==> config.mk <==
export PLATFORM = sky130hd
export DESIGN_NAME = vsptc_top
export DESIGN_NICKNAME = d
export VERILOG_FILES = /design/src/logic/vsptc_pkg.sv /design/src/logic/vsptc_top.sv /design/src/logic/vsptc_ref_edge.sv
export SDC_FILE = /design/constraint.sdc
export NUM_CORES = 1
export LEC_CHECK = 0
export ABC_CLOCK_PERIOD_IN_PS = 2900
export CAP_MARGIN = 15
export CORE_UTILIZATION = 40
export CTS_BUF_LIST = sky130_fd_sc_hd__clkbuf_8 sky130_fd_sc_hd__clkbuf_16
export DETAILED_ROUTE_END_ITERATION = 16
export DONT_BUFFER_PORTS = 1
export PLACE_DENSITY_LB_ADDON = 0.1
export RECOVER_POWER = 25
export SLEW_MARGIN = 30
export SYNTH_ARGS = -nofsm -noshare
export SYNTH_HDL_FRONTEND = slang
export SYNTH_SLANG_ARGS = --single-unit
==> constraint.sdc <==
create_clock -name i_clk -period 2.9 [get_ports i_clk]
set_clock_uncertainty 0.05 [all_clocks]
set_input_delay 0.145 -clock i_clk [delete_from_list [all_inputs] [get_ports i_clk]]
set_output_delay 0.145 -clock i_clk [all_outputs]
set_load 0.005 [all_outputs]
==> src/logic/vsptc_pkg.sv <==
// Purpose: Shared constants for the sync reference pin and trigger block.
// Assumes: 8-bit subaddressed registers behind the serial control bus.
// Notes:   Bit positions are within each 8-bit register.
`default_nettype none
package vsptc_pkg;
  // Register subaddresses, reset value and unmapped read data.
  localparam logic [7:0] VSPTC_ADDR_PIN_CTRL = 8'h6B;
  localparam logic [7:0] VSPTC_ADDR_HORIZONTAL_TRIGGER_PHASE_LO = 8'h6C;
  localparam logic [7:0] VSPTC_ADDR_TRIG_HI  = 8'h6D;
  localparam logic [7:0] VSPTC_ADDR_BLK_PHS  = 8'h6E;
  localparam logic [7:0] VSPTC_RESET_VALUE   = 8'h00;
  localparam logic [7:0] VSPTC_UNMAPPED_DATA = 8'h00;
  // Fields of sync_pin_control.
  localparam int VSPTC_HPOL_BIT  = 7;
  localparam int VSPTC_HDIR_BIT  = 6;
  localparam int VSPTC_BLANKING_PULSE_SELECT_BIT  = 5;
  localparam int VSPTC_VPOL_BIT  = 4;
  localparam int VSPTC_VDIR_BIT  = 3;
  localparam int VSPTC_HSRC_BIT  = 2;
  localparam int VSPTC_VTYPE_LSB = 0;
  // Fields of trigger_high_and_vertical.
  localparam int VSPTC_HORIZONTAL_TRIGGER_PHASE_HI_LSB = 5;
  localparam int VSPTC_VERTICAL_TRIGGER_PHASE_LSB    = 0;
  // Fields of blanking_and_phase_reset.
  localparam int VSPTC_BLANKING_STANDARD_FORCE_BIT = 7;
  localparam int VSPTC_SUBCARRIER_PHASE_RESET_MODE_LSB = 4;
  localparam int VSPTC_FLC_LSB   = 0;
  // Line lengths in pixel clocks; sync position and length in half pixels.
  localparam logic [10:0] VSPTC_LINE_864  = 11'h360;
  localparam logic [10:0] VSPTC_LINE_858  = 11'h35A;
  localparam logic [10:0] VSPTC_HSYNC_REF = 11'h398;
  localparam logic [10:0] VSPTC_HSYNC_LEN = 11'h040;
  // Half lines per field: 50 Hz and 60 Hz, interlaced / 312 or 262 / 313 or 263 lines.
  localparam logic [9:0] VSPTC_HL50_I  = 10'h271;
  localparam logic [9:0] VSPTC_HL50_S  = 10'h270;
  localparam logic [9:0] VSPTC_HL50_L  = 10'h272;
  localparam logic [9:0] VSPTC_HL60_I  = 10'h20D;
  localparam logic [9:0] VSPTC_HL60_S  = 10'h20C;
  localparam logic [9:0] VSPTC_HL60_L  = 10'h20E;
  localparam logic [9:0] VSPTC_VS_HALF = 10'h006;
  // Standard vertical blanking limits in lines.
  localparam logic [8:0] VSPTC_STD50_FIRST = 9'h017;
  localparam logic [8:0] VSPTC_STD50_LAST  = 9'h136;
  localparam logic [8:0] VSPTC_STD60_FIRST = 9'h014;
  localparam logic [8:0] VSPTC_STD60_LAST  = 9'h106;
  // Signal type of the first reference pin.
  typedef enum logic [1:0] {
    VSPTC_PER_FIELD_VS,
    VSPTC_ODD_EVEN_FS,
    VSPTC_FIELD_SEQ,
    VSPTC_TYPE_BAD
  } vsptc_pin_type_type;
  // Subcarrier phase reset modes.
  typedef enum logic [1:0] {
    VSPTC_PHR_RTC,
    VSPTC_PHR_2LINE,
    VSPTC_PHR_8FLD,
    VSPTC_PHR_4FLD
  } vsptc_phr_type;
endpackage
`default_nettype wire

==> src/logic/vsptc_top.sv <==
// Purpose: Sync reference pins, trigger phases and subcarrier phase reset.
// Assumes: Register port is the subaddress side of the serial control bus.
// Notes:   Timing runs on the pixel clock i_clk.
// Summary of operation
// - Second pin polarity: 0 high/rising, 1 low/falling.
// - Second pin direction: 0 input, 1 output.
// - Output, blanking select 0: horizontal reference pulse.
// - Output, blanking select 1: pulse without vertical blanking.
// - Input, select 0: horizontal sync only.
// - Input, select 1: also internal blanking.
// - First pin polarity: 0 high/rising, 1 low/falling.
// - First pin direction: 0 input, 1 output.
// - Horizontal source: first pin, embedded, or second.
// - First pin type: field, frame, sequence, invalid.
// - Field sequence every fourth or eighth field.
// - Horizontal phase presets counter; 398H aligns sync.
// - Vertical phase advances timing in half lines.
// - Blanking from active lines or forced standard.
// - Phase reset every two lines, eight, four fields.
// - Mode 00 resets phase only via real-time input.
// - Line length 864 or 858 pixel clocks.
// - Colour standard selects alternating V component.
// - Real-time enable gates the real-time input.
// - Field length interlaced, short or long.
`timescale 1ns/1ns
`default_nettype none
module vsptc_top
  import vsptc_pkg::*;
(
  input  wire logic        i_clk,
  input  wire logic        i_reset,
  input  wire logic [7:0]  i_reg_addr,
  input  wire logic        i_reg_wr,
  input  wire logic        i_reg_rd,
  input  wire logic [7:0]  i_reg_wdata,
  output logic      [7:0]  o_reg_rdata,
  input  wire logic        i_line_length_select,
  input  wire logic        i_colour_standard_bit,
  input  wire logic        i_realtime_control_enable,
  input  wire logic        i_realtime_control_input,
  input  wire logic        i_embedded_sync_select,
  input  wire logic        i_embedded_hsync,
  input  wire logic [10:0] i_reference_pulse_start,
  input  wire logic [10:0] i_reference_pulse_end,
  input  wire logic [8:0]  i_first_active_line,
  input  wire logic [8:0]  i_last_active_line,
  input  wire logic        i_first_reference_pin,
  output logic             o_first_reference_pin,
  output logic             o_first_reference_pin_oe,
  input  wire logic        i_second_reference_pin,
  output logic             o_second_reference_pin,
  output logic             o_second_reference_pin_oe,
  output logic             o_hsync,
  output logic             o_internal_blank,
  output logic             o_sc_phase_reset,
  output logic             o_v_alternate,
  output logic             o_odd_field
);
  ////////////////////////////////////////////////////////////////////////
  logic [7:0] ctrl_r, htl_r, trh_r, bp_r, rdata_r;
  logic [7:0] ctrl_nxt, htl_nxt, trh_nxt, bp_nxt, rdata_nxt;

  // Register writes and registered read data.
  always_comb begin
    ctrl_nxt  = ctrl_r;
    htl_nxt   = htl_r;
    trh_nxt   = trh_r;
    bp_nxt    = bp_r;
    rdata_nxt = rdata_r;
    if (i_reg_wr) begin
      unique case (i_reg_addr)
        VSPTC_ADDR_PIN_CTRL: ctrl_nxt = i_reg_wdata;
        VSPTC_ADDR_HORIZONTAL_TRIGGER_PHASE_LO: htl_nxt  = i_reg_wdata;
        VSPTC_ADDR_TRIG_HI:  trh_nxt  = i_reg_wdata;
        VSPTC_ADDR_BLK_PHS:  bp_nxt   = i_reg_wdata;
        default: ;
      endcase
    end
    if (i_reg_rd) begin
      unique case (i_reg_addr)
        VSPTC_ADDR_PIN_CTRL: rdata_nxt = ctrl_r;
        VSPTC_ADDR_HORIZONTAL_TRIGGER_PHASE_LO: rdata_nxt = htl_r;
        VSPTC_ADDR_TRIG_HI:  rdata_nxt = trh_r;
        VSPTC_ADDR_BLK_PHS:  rdata_nxt = bp_r;
        default:             rdata_nxt = VSPTC_UNMAPPED_DATA;
      endcase
    end
  end

  // Register storage; all fields reset to zero.
  always_ff @(posedge i_clk or posedge i_reset) begin
    if (i_reset) begin
      ctrl_r  <= VSPTC_RESET_VALUE;
      htl_r   <= VSPTC_RESET_VALUE;
      trh_r   <= VSPTC_RESET_VALUE;
      bp_r    <= VSPTC_RESET_VALUE;
      rdata_r <= VSPTC_RESET_VALUE;
    end else begin
      ctrl_r  <= ctrl_nxt;
      htl_r   <= htl_nxt;
      trh_r   <= trh_nxt;
      bp_r    <= bp_nxt;
      rdata_r <= rdata_nxt;
    end
  end
  assign o_reg_rdata = rdata_r;

  ////////////////////////////////////////////////////////////////////////
  // Field decode.
  logic               hpol, hdir, blanking_pulse_select, vpol, vdir, hsrc, blanking_standard_force;
  logic [10:0]        horizontal_trigger_phase;
  logic [4:0]         vertical_trigger_phase;
  logic [1:0]         field_length_control;
  vsptc_pin_type_type vtype;
  vsptc_phr_type      phr;
  assign hpol  = ctrl_r[VSPTC_HPOL_BIT];
  assign hdir  = ctrl_r[VSPTC_HDIR_BIT];
  assign blanking_pulse_select  = ctrl_r[VSPTC_BLANKING_PULSE_SELECT_BIT];
  assign vpol  = ctrl_r[VSPTC_VPOL_BIT];
  assign vdir  = ctrl_r[VSPTC_VDIR_BIT];
  assign hsrc  = ctrl_r[VSPTC_HSRC_BIT];
  assign vtype = vsptc_pin_type_type'(ctrl_r[VSPTC_VTYPE_LSB +: 2]);
  assign horizontal_trigger_phase = {trh_r[VSPTC_HORIZONTAL_TRIGGER_PHASE_HI_LSB +: 3], htl_r};
  assign vertical_trigger_phase = trh_r[VSPTC_VERTICAL_TRIGGER_PHASE_LSB +: 5];
  assign blanking_standard_force = bp_r[VSPTC_BLANKING_STANDARD_FORCE_BIT];
  assign phr   = vsptc_phr_type'(bp_r[VSPTC_SUBCARRIER_PHASE_RESET_MODE_LSB +: 2]);
  assign field_length_control   = bp_r[VSPTC_FLC_LSB +: 2];

  ////////////////////////////////////////////////////////////////////////
  // Pin synchronisers; polarity-selected active edge on the reference pins, rising edge on the real-time input.
  logic v_lvl, v_pin_edge, h_lvl, h_pin_edge, rtc_lvl, rtc_edge;
  vsptc_ref_edge u_vref (
    .i_clk    (i_clk),
    .i_reset  (i_reset),
    .i_pin    (i_first_reference_pin),
    .i_invert (vpol),
    .o_level  (v_lvl),
    .o_edge   (v_pin_edge)
  );
  vsptc_ref_edge u_href (
    .i_clk    (i_clk),
    .i_reset  (i_reset),
    .i_pin    (i_second_reference_pin),
    .i_invert (hpol),
    .o_level  (h_lvl),
    .o_edge   (h_pin_edge)
  );
  vsptc_ref_edge u_rtc (
    .i_clk    (i_clk),
    .i_reset  (i_reset),
    .i_pin    (i_realtime_control_input),
    .i_invert (1'b0),
    .o_level  (rtc_lvl),
    .o_edge   (rtc_edge)
  );

  ////////////////////////////////////////////////////////////////////////
  // Trigger selection; edges from a pin count only while it is an input.
  logic h_edge, v_edge;
  always_comb begin
    if (i_embedded_sync_select)
      h_edge = i_embedded_hsync;
    else if (hsrc)
      h_edge = h_pin_edge & ~hdir;
    else
      h_edge = v_pin_edge & ~vdir;
    v_edge = v_pin_edge & ~vdir & (vtype != VSPTC_TYPE_BAD);
  end

  // Line and field length selection.
  logic [10:0] line_last, half_last;
  logic [9:0]  field_last;
  logic [8:0]  fal_eff, lal_eff;
  always_comb begin
    logic [9:0] hl;
    hl = VSPTC_HL50_I;
    if (i_line_length_select) begin
      line_last = {VSPTC_LINE_858[9:0], 1'b0} - 11'h002;
      half_last = {1'b0, VSPTC_LINE_858[10:1]};
      unique case (field_length_control)
        2'b00:   hl = VSPTC_HL60_I;
        2'b01:   hl = VSPTC_HL60_S;
        default: hl = VSPTC_HL60_L;
      endcase
      fal_eff = VSPTC_STD60_FIRST;
      lal_eff = VSPTC_STD60_LAST;
    end else begin
      line_last = {VSPTC_LINE_864[9:0], 1'b0} - 11'h002;
      half_last = {1'b0, VSPTC_LINE_864[10:1]};
      unique case (field_length_control)
        2'b00:   hl = VSPTC_HL50_I;
        2'b01:   hl = VSPTC_HL50_S;
        default: hl = VSPTC_HL50_L;
      endcase
      fal_eff = VSPTC_STD50_FIRST;
      lal_eff = VSPTC_STD50_LAST;
    end
    if (!blanking_standard_force) begin
      fal_eff = i_first_active_line;
      lal_eff = i_last_active_line;
    end
    field_last = hl - 10'h001;
  end

  ////////////////////////////////////////////////////////////////////////
  // Timing counters: pixel, half line, field and line parity.
  logic [10:0] h_cnt_r, h_cnt_nxt;
  logic [9:0]  vh_cnt_r, vh_cnt_nxt;
  logic [2:0]  fld_r, fld_nxt;
  logic        par_r, par_nxt;
  logic        line_start, half_tick, field_end;
  always_comb begin
    // Positions are half pixels, two per clock, so a line of 864 clocks
    // spans 0 to 1727; a phase value past the line end wraps at the next clock.
    line_start = (h_cnt_r >= line_last);
    half_tick  = line_start | ({1'b0, h_cnt_r[10:1]} == half_last);
    field_end  = half_tick & (vh_cnt_r >= field_last);
    h_cnt_nxt  = line_start ? h_cnt_r - line_last : h_cnt_r + 11'h002;
    vh_cnt_nxt = vh_cnt_r;
    fld_nxt    = fld_r;
    par_nxt    = par_r ^ line_start;
    if (half_tick)
      vh_cnt_nxt = field_end ? 10'h000 : vh_cnt_r + 10'h001;
    if (field_end)
      fld_nxt = fld_r + 3'h1;
    // Larger phase values preset further on, so events come sooner.
    if (h_edge)
      h_cnt_nxt = horizontal_trigger_phase;
    if (v_edge) begin
      vh_cnt_nxt = {5'h00, vertical_trigger_phase};
      if (vtype != VSPTC_PER_FIELD_VS)
        fld_nxt = 3'h0;
    end
  end

  // Timing counter registers.
  always_ff @(posedge i_clk or posedge i_reset) begin
    if (i_reset) begin
      h_cnt_r  <= 11'h000;
      vh_cnt_r <= 10'h000;
      fld_r    <= 3'h0;
      par_r    <= 1'b0;
    end else begin
      h_cnt_r  <= h_cnt_nxt;
      vh_cnt_r <= vh_cnt_nxt;
      fld_r    <= fld_nxt;
      par_r    <= par_nxt;
    end
  end

  ////////////////////////////////////////////////////////////////////////
  // Generated sync, blanking and phase reset, all registered.
  logic [8:0] line;
  logic       href, vblank, vs_act, p1_act, p2_act, phr_nxt;
  logic       o1_r, o2_r, hs_r, blk_r, phr_r, va_r;
  logic       o1_nxt, o2_nxt, hs_nxt, blk_nxt, va_nxt;
  always_comb begin
    line   = vh_cnt_r[9:1];
    href   = (h_cnt_r >= i_reference_pulse_start) &&
             (h_cnt_r < i_reference_pulse_end);
    vblank = (line < fal_eff) || (line > lal_eff);
    vs_act = (vh_cnt_r < VSPTC_VS_HALF);
    unique case (vtype)
      VSPTC_PER_FIELD_VS: p1_act = vs_act;
      VSPTC_ODD_EVEN_FS:  p1_act = ~fld_r[0];
      VSPTC_FIELD_SEQ:    p1_act = vs_act & (i_colour_standard_bit ?
                            (fld_r == 3'h0) : (fld_r[1:0] == 2'h0));
      VSPTC_TYPE_BAD:     p1_act = 1'b0;
    endcase
    p2_act = blanking_pulse_select ? (href & ~vblank) : href;
    o1_nxt = p1_act ^ vpol;
    o2_nxt = p2_act ^ hpol;
    hs_nxt = (h_cnt_r >= VSPTC_HSYNC_REF) &&
             (h_cnt_r < VSPTC_HSYNC_REF + VSPTC_HSYNC_LEN);
    if (!hdir && !i_embedded_sync_select && blanking_pulse_select)
      blk_nxt = ~h_lvl;
    else
      blk_nxt = vblank | ~href;
    unique case (phr)
      VSPTC_PHR_RTC:   phr_nxt = i_realtime_control_enable &
                                 rtc_edge;
      VSPTC_PHR_2LINE: phr_nxt = line_start & par_r;
      VSPTC_PHR_8FLD:  phr_nxt = field_end & (fld_nxt == 3'h0);
      VSPTC_PHR_4FLD:  phr_nxt = field_end &
                                 (fld_nxt[1:0] == 2'h0);
    endcase
    va_nxt = i_colour_standard_bit & par_r;
  end

  // Output registers.
  always_ff @(posedge i_clk or posedge i_reset) begin
    if (i_reset) begin
      o1_r  <= 1'b0;
      o2_r  <= 1'b0;
      hs_r  <= 1'b0;
      blk_r <= 1'b1;
      phr_r <= 1'b0;
      va_r  <= 1'b0;
    end else begin
      o1_r  <= o1_nxt;
      o2_r  <= o2_nxt;
      hs_r  <= hs_nxt;
      blk_r <= blk_nxt;
      phr_r <= phr_nxt;
      va_r  <= va_nxt;
    end
  end

  // Drivers stay off while a pin is an input.
  assign o_first_reference_pin     = o1_r;
  assign o_first_reference_pin_oe  = vdir;
  assign o_second_reference_pin    = o2_r;
  assign o_second_reference_pin_oe = hdir;
  assign o_hsync          = hs_r;
  assign o_internal_blank = blk_r;
  assign o_sc_phase_reset = phr_r;
  assign o_v_alternate    = va_r;
  assign o_odd_field      = ~fld_r[0];
endmodule
`default_nettype wire

==> src/logic/vsptc_ref_edge.sv <==
// Purpose: Synchronise a reference pin and find its active edge.
// Assumes: The pin is asynchronous to i_clk.
// Notes:   o_level is high while the pin is at its active level.
`timescale 1ns/1ns
`default_nettype none
module vsptc_ref_edge (
  input  wire logic i_clk,
  input  wire logic i_reset,
  input  wire logic i_pin,
  input  wire logic i_invert,
  output logic      o_level,
  output logic      o_edge
);
  logic s1_r, s2_r, s3_r;
  logic s1_nxt, s2_nxt, s3_nxt;

  // Two-stage synchroniser plus one history stage.
  always_comb begin
    s1_nxt = i_pin;
    s2_nxt = s1_r;
    s3_nxt = s2_r;
  end

  // Registers of the synchroniser.
  always_ff @(posedge i_clk or posedge i_reset) begin
    if (i_reset) begin
      s1_r <= 1'b0;
      s2_r <= 1'b0;
      s3_r <= 1'b0;
    end else begin
      s1_r <= s1_nxt;
      s2_r <= s2_nxt;
      s3_r <= s3_nxt;
    end
  end

  // Inverting selects the falling edge as the active one.
  assign o_level = s2_r ^ i_invert;
  assign o_edge  = o_level & ~(s3_r ^ i_invert);
endmodule
`default_nettype wire

======== Word-level counts from Yosys, hierarchy flattened ========
Index checks and enable logic that the tools add are counted.
word-level totals
  flip-flop bits (word level) ............. 80
  output and inout port bits .............. 17
  logic and storage cells ................. 128
  input port bits ......................... 68
cells by class
  $add $sub $neg .......................... 5
  order comparisons ....................... 9
  multiplexer cells ....................... 25
  reductions and logical operators ........ 20
  bitwise logic cells ..................... 32
  equality and inequality tests ........... 13
operators with widths
  cell                                                                      count
  10-bit two-way mux                                                        4
  8-bit by 7-bit == test with 1-bit output (second input constant)          4
  8-bit case mux with 4 select lines                                        1
  11-bit >= comparator                                                      2
  11-bit two-way mux                                                        2
  9-bit two-way mux                                                         2
  1-bit AND                                                                 14
  11-bit by 2-bit adder with 11-bit output (second input constant)          1
  10-bit by 11-bit == test with 1-bit output                                1
  11-bit by 10-bit >= comparator with 1-bit output (second input constant)  1
  11-bit by 10-bit < comparator with 1-bit output (second input constant)   1
  11-bit < comparator                                                       1
  11-bit subtractor                                                         1
  10-bit by 1-bit adder with 10-bit output (second input constant)          1
  10-bit >= comparator                                                      1
  2-bit logical NOT                                                         5
  10-bit by 3-bit < comparator with 1-bit output (second input constant)    1
  10-bit by 1-bit subtractor with 10-bit output (second input constant)     1
  9-bit > comparator                                                        1
  9-bit < comparator                                                        1
  3-bit two-way mux                                                         3
  1-bit inverter                                                            9
  2-bit == test (second input constant)                                     4
  1-bit case mux with 4 select lines                                        2
  17 further kinds                                                          40

======== Logic depth before layout (Yosys ltp) ========
  depth in word-level cells ............... 12
  mapped depth ............................ 11
  mapped depth without buffers ............ 10

======== Modules after synthesis ========
From an unflattened synthesis, not the netlist that was laid out.
second synthesis, totals
  cell total of the unflattened synthesis .. 545
  area total of the unflattened synthesis .. 5,276.3 um^2
by module, submodules not included
  module          sequential area each (um^2)  area an instance (um^2)  cells each  instances
  vsptc_top       1,778.0                      4,946.0                  521         1
  vsptc_ref_edge  75.1                         110.1                    8           3

======== Worst setup path after synthesis ========
Ideal clock, no wire load.
  path kind ............................... reg-to-reg
  start ................................... reg bp_r[1]
  end ..................................... reg vh_cnt_r[2]
  cell stages (with the launch flop) ...... 12
  period minus slack after synthesis ...... 2.593 ns
  path slack .............................. 0.307 ns
  data arrival time ....................... 2.461 ns
  buffers on the path ..................... 1
  required time ........................... 2.768 ns
  setup time .............................. 0.082 ns
  cells stage by stage .................... dfrtp_1 > nand2b_1 > ha_1 > inv_1 > ha_1 > a21o_1 > a211o_1 > a41o_1 > buf_6 > and2_4 > or4b_1 > a31oi_1
between the ends
  longest elaborated chain between the ends .. 9
  elaborated cells on any way between the ends .. 11
  those cells by class .................... add/sub (1); order compare (1); eq/ne (1); mux (6); bitwise (1); reduce/logical (1)
RTL lines
  item                                                                                  line                                RTL
  from (decl)                                                                           vsptc_top.sv:60                     logic [7:0] ctrl_r, htl_r, trh_r, bp_r, rdata_r;
  from (signal assigned)                                                                vsptc_top.sv:102                    bp_r <= bp_nxt;
  2-bit by 1-bit == test with 1-bit output / 2-bit logical NOT (equally long branches)  vsptc_top.sv:180, vsptc_top.sv:190
  2-bit case mux with 2 select lines                                                    vsptc_top.sv:180, vsptc_top.sv:190
  10-bit two-way mux *                                                                  vsptc_top.sv:177                    if (i_line_length_select) begin
  10-bit by 1-bit subtractor with 10-bit output *                                       vsptc_top.sv:202                    field_last = hl - 10'h001;
  10-bit >= comparator *                                                                vsptc_top.sv:217                    field_end = half_tick & (vh_cnt_r >= field_last);
  1-bit AND *                                                                           vsptc_top.sv:217
  10-bit two-way mux *                                                                  vsptc_top.sv:223                    vh_cnt_nxt = field_end ? 10'h000 : vh_cnt_r + 10'h001;
  10-bit two-way mux *                                                                  vsptc_top.sv:222                    if (half_tick)
  10-bit two-way mux *                                                                  vsptc_top.sv:229                    if (v_edge) begin
  to (signal assigned)                                                                  vsptc_top.sv:245                    vh_cnt_r <= vh_cnt_nxt;
  to (decl)                                                                             vsptc_top.sv:208                    logic [9:0] vh_cnt_r, vh_cnt_nxt;
Every way passes the cells marked *; elsewhere a longest branch is shown, timed or not. The select of a mux whose other input is x is not followed.
A chain may end at the register's enable or synchronous reset.

======== Final worst setup path ========
  start ................................... reg bp_r[1]
  end ..................................... reg vh_cnt_r[6]
The elaborated chain is that of the path after synthesis.

==> insert_results.sql <==
INSERT INTO impl_metrics (metric_group, metric, value, unit) VALUES
('floorplanning', 'floorplan.io_pins', '85', ''),
('detailed_routing', 'avgRoutedWirePerCell', '17.9', 'µm'),
('global_route', 'first_pass_grt_wire_length', '21400', 'µm'),
('detailed_routing', 'number_of_drc_markers_in_iteration_0', '181', ''),
('detailed_routing', 'dr_total_vias', '4112', ''),
('power_and_ir_drop', 'power_density', '506', 'nW/µm²'),
('placement', 'placed_instance_count', '708', ''),
('detailed_routing', 'drt_drc_violations_left', '0', ''),
('sta', 'setup-tns-final', '0', 'ns'),
('clock_tree', 'cts_root_buf', 'sky130_fd_sc_hd__clkbuf_16', ''),
('synthesis', 'netlist_instances', '536', ''),
('synthesis', 'yosys.area.top_type_share', '37.9', '%'),
('synthesis', 'synth_area_leader_cell', 'sky130_fd_sc_hd__dfrtp_1', ''),
('clock_tree', 'clkSinkCount', '80', ''),
('sta', 'timing.max_slew.rel_slack', '-26.6', '%'),
('finish', 'num-fill-cells', '1254', ''),
('clock_tree', 'clk-insertion-delay-late', '0.34', 'ns'),
('critical_path', 'cp.required', '3.11', 'ns'),
('clock_tree', 'cts_made_buffers', '9', ''),
('worst_hold_path', 'worstHoldPathType', 'in2reg', ''),
('outcome', 'status', 'finished, violations left', ''),
('synthesis', 'synth_area_per_cell', '9.73', 'µm²'),
('clock_tree', 'path_clk_slew', '0.07', 'ns'),
('sta', 'final_min_period_over_clock_period', '89.4', '%'),
('finish', 'mostFrequentLayoutCells', 'sky130_fd_sc_hd__dfrtp_1 (79), sky130_fd_sc_hd__ha_1 (54), sky130_fd_sc_hd__inv_1 (44)', ''),
('sta', 'final.hold.worst_slack', '0.0888', 'ns'),
('placement', 'globalplace.congestion', '0.871', ''),
('finish', 'sequential_cell_area', '2000', 'µm²'),
('sta', 'finalSetupViolations', '0', ''),
('critical_path', 'setup.worst_path.start_class', 'register', ''),
('critical_path', 'reg2reg_slack', '0.31', 'ns'),
('synthesis', 'synth_enable_flop_cells', '0', ''),
('synthesis', 'synthTopCellsByArea', 'sky130_fd_sc_hd__dfrtp_1 (38%), sky130_fd_sc_hd__ha_1 (13%), sky130_fd_sc_hd__mux2_2 (7.1%)', ''),
('sta', 'tightest_slew', '1.90', 'ns'),
('clock_tree', 'cts_buffer_depth', '2', ''),
('floorplanning', 'floorplan.rows', '41', ''),
('floorplanning', 'die_outline_area', '13500', 'µm²'),
('critical_path', 'critical_path.max_fanout', '6', ''),
('floorplanning', 'dieWidth', '116', 'µm'),
('sta', 'grt_setup_unrepaired', 'false', ''),
('detailed_routing', 'drt-pass1-iter-count', '6', ''),
('placement', 'dp_hpwl', '9990', 'µm'),
('finish', 'layout.cells.most_common', 'sky130_fd_sc_hd__dfrtp_1', ''),
('floorplanning', 'core_area', '12700', 'µm²'),
('sta', 'fmax', '386', 'MHz'),
('synthesis', 'ys.warnings.count', '0', ''),
('power_and_ir_drop', 'p_leak', '0.00282', 'µW'),
('sta', 'drv_slew', '47', ''),
('finish', 'fin_util', '46.8', '%'),
('sta', 'post-route-min-period', '2.59', 'ns'),
('critical_path', 'critPathKind', 'reg2reg', ''),
('finish', 'drive_gt1_share', '13.2', '%'),
('worst_hold_path', 'min_delay_path_depth', '4', ''),
('critical_path', 'worst_setup_path_end_kind', 'register', ''),
('placement', 'io_buffer_count', '0', ''),
('detailed_routing', 'final_antenna_net_count', '0', ''),
('outcome', 'failing_checks', 'max-capacitance violations, max-slew violations', ''),
('finish', 'instances_no_fill', '739', ''),
('power_and_ir_drop', 'ir_worst_vdd', '0.403', 'mV'),
('synthesis', 'unique_cell_type_count_in_the_yosys_netlist', '59', ''),
('clock_tree', 'tritoncts', 'built', ''),
('global_route', 'globalRoute.totalOverflow', '0', ''),
('floorplanning', 'dieHeight', '116', 'µm'),
('finish', 'area_growth_syn_to_layout', '13.7', '%'),
('synthesis', 'asyncSetResetFlopFracSynth', '100', '%'),
('floorplanning', 'start_util', '41.2', '%'),
('synthesis', 'synthesized_area', '5220', 'µm²'),
('global_route', 'grt_antenna_before_repair', '0', ''),
('synthesis', 'number_of_synthesized_register_bits', '80', ''),
('critical_path', 'reg2reg_depth', '10', ''),
('flow_run', 'max_cap_violations', '1', '');
[flip-flops by register name, summed over array words and instances (netlist names), 3 cells and up]
register     count
h_cnt_r         11
htl_r            8
bp_r             8
trh_r            8
o_reg_rdata      8
ctrl_r           8
vh_cnt_r        10
fld_r            3
[metal layers]
layer | wire, µm | track usage, % | part of all wire, %
met5 | 0 | 0 | 0
met3 | 745 | 4.41 | 5.6
met1 | 6230 | 28.3 | 47
met4 | 183 | 6.24 | 1.4
met2 | 6090 | 34.2 | 46
[final cells by class]
cell class	count	share of cell area, %
Multi-Input combinational cell	396	50.0
Inverter	45	2.85
Sequential cell	80	33.8
Timing Repair Buffer	30	4.64
Clock buffer	9	3.80
Tap cell	172	3.63
Clock inverter	7	1.29
[timing repair]
| action | CTS | global route |
|---|---|---|
| hold buffers | 15 | 0 |
| gates resized for setup | 0 | 0 |
| hold endpoints to repair | 90 | 0 |
[kinds of logic after synthesis]
logic type | synth area share [%]
compound gates | 17.7
xor+xnor | 2.52
fa+ha+maj | 13.3
buf+inv | 4.85
flops | 38.4
mux | 7.70
simple gates | 15.5
[final timing paths]
check                                           from          endpoint
max                                          bp_r[1]       vh_cnt_r[6]
min reg2reg                              u_vref.s1_r       u_vref.s2_r
max reg2reg                                  bp_r[1]       vh_cnt_r[6]
max in group asynchronous                    i_reset       u_href.s1_r
min in group asynchronous                    i_reset    o_reg_rdata[3]
min                        i_realtime_control_enable  o_sc_phase_reset
[cell usage after synthesis, drive strengths merged (4+ instances only)]
| cell | instances |
|---|---|
| buf | 6 |
| nand4 | 6 |
| a21o | 10 |
| a21boi | 11 |
| xnor2 | 10 |
| ha | 54 |
| o22ai | 12 |
| nand3 | 12 |
| nand3b | 4 |
| nand2b | 8 |
| clkbuf | 9 |
| inv | 45 |
| mux2 | 33 |
| nor2 | 34 |
| or4b | 5 |
| xor2 | 5 |
| a21oi | 35 |
| nor3 | 9 |
| a31oi | 8 |
| nand2 | 35 |
| and2 | 8 |
| a211oi | 9 |
| a222oi | 8 |
| o21ai | 22 |
| nor3b | 5 |
| or3 | 4 |
| nor2b | 8 |
| dfrtp | 79 |
| o211ai | 6 |
[power breakdown]
part           switching, µW  internal (µW)
Clock                    490            674
Sequential               108           1190
Combinational            288            249
[worst max-delay path, cell delays in order (launching register included)]
cell                       delay [ns]
sky130_fd_sc_hd__dfrtp_1         0.41
sky130_fd_sc_hd__nand2b_1        0.17
sky130_fd_sc_hd__ha_1            0.18
sky130_fd_sc_hd__inv_1           0.05
sky130_fd_sc_hd__ha_1            0.23
sky130_fd_sc_hd__a21o_1          0.16
sky130_fd_sc_hd__a211o_1         0.28
sky130_fd_sc_hd__a41o_1          0.21
sky130_fd_sc_hd__and2_4          0.16
sky130_fd_sc_hd__or4b_1          0.46
sky130_fd_sc_hd__a21oi_1         0.17
[stage by stage]
step	setup WS, ns	cell area (µm²)	total power, µW
after floorplan	0.307	5220	1690
after global placement	0.347	5480	1820
after detailed placement	0.302	5480	1840
after CTS	0.292	5930	3040
after global routing	0.127	5930	3180
final	0.307	5930	3000
Note: power is estimated with default switching activity, not from simulation.
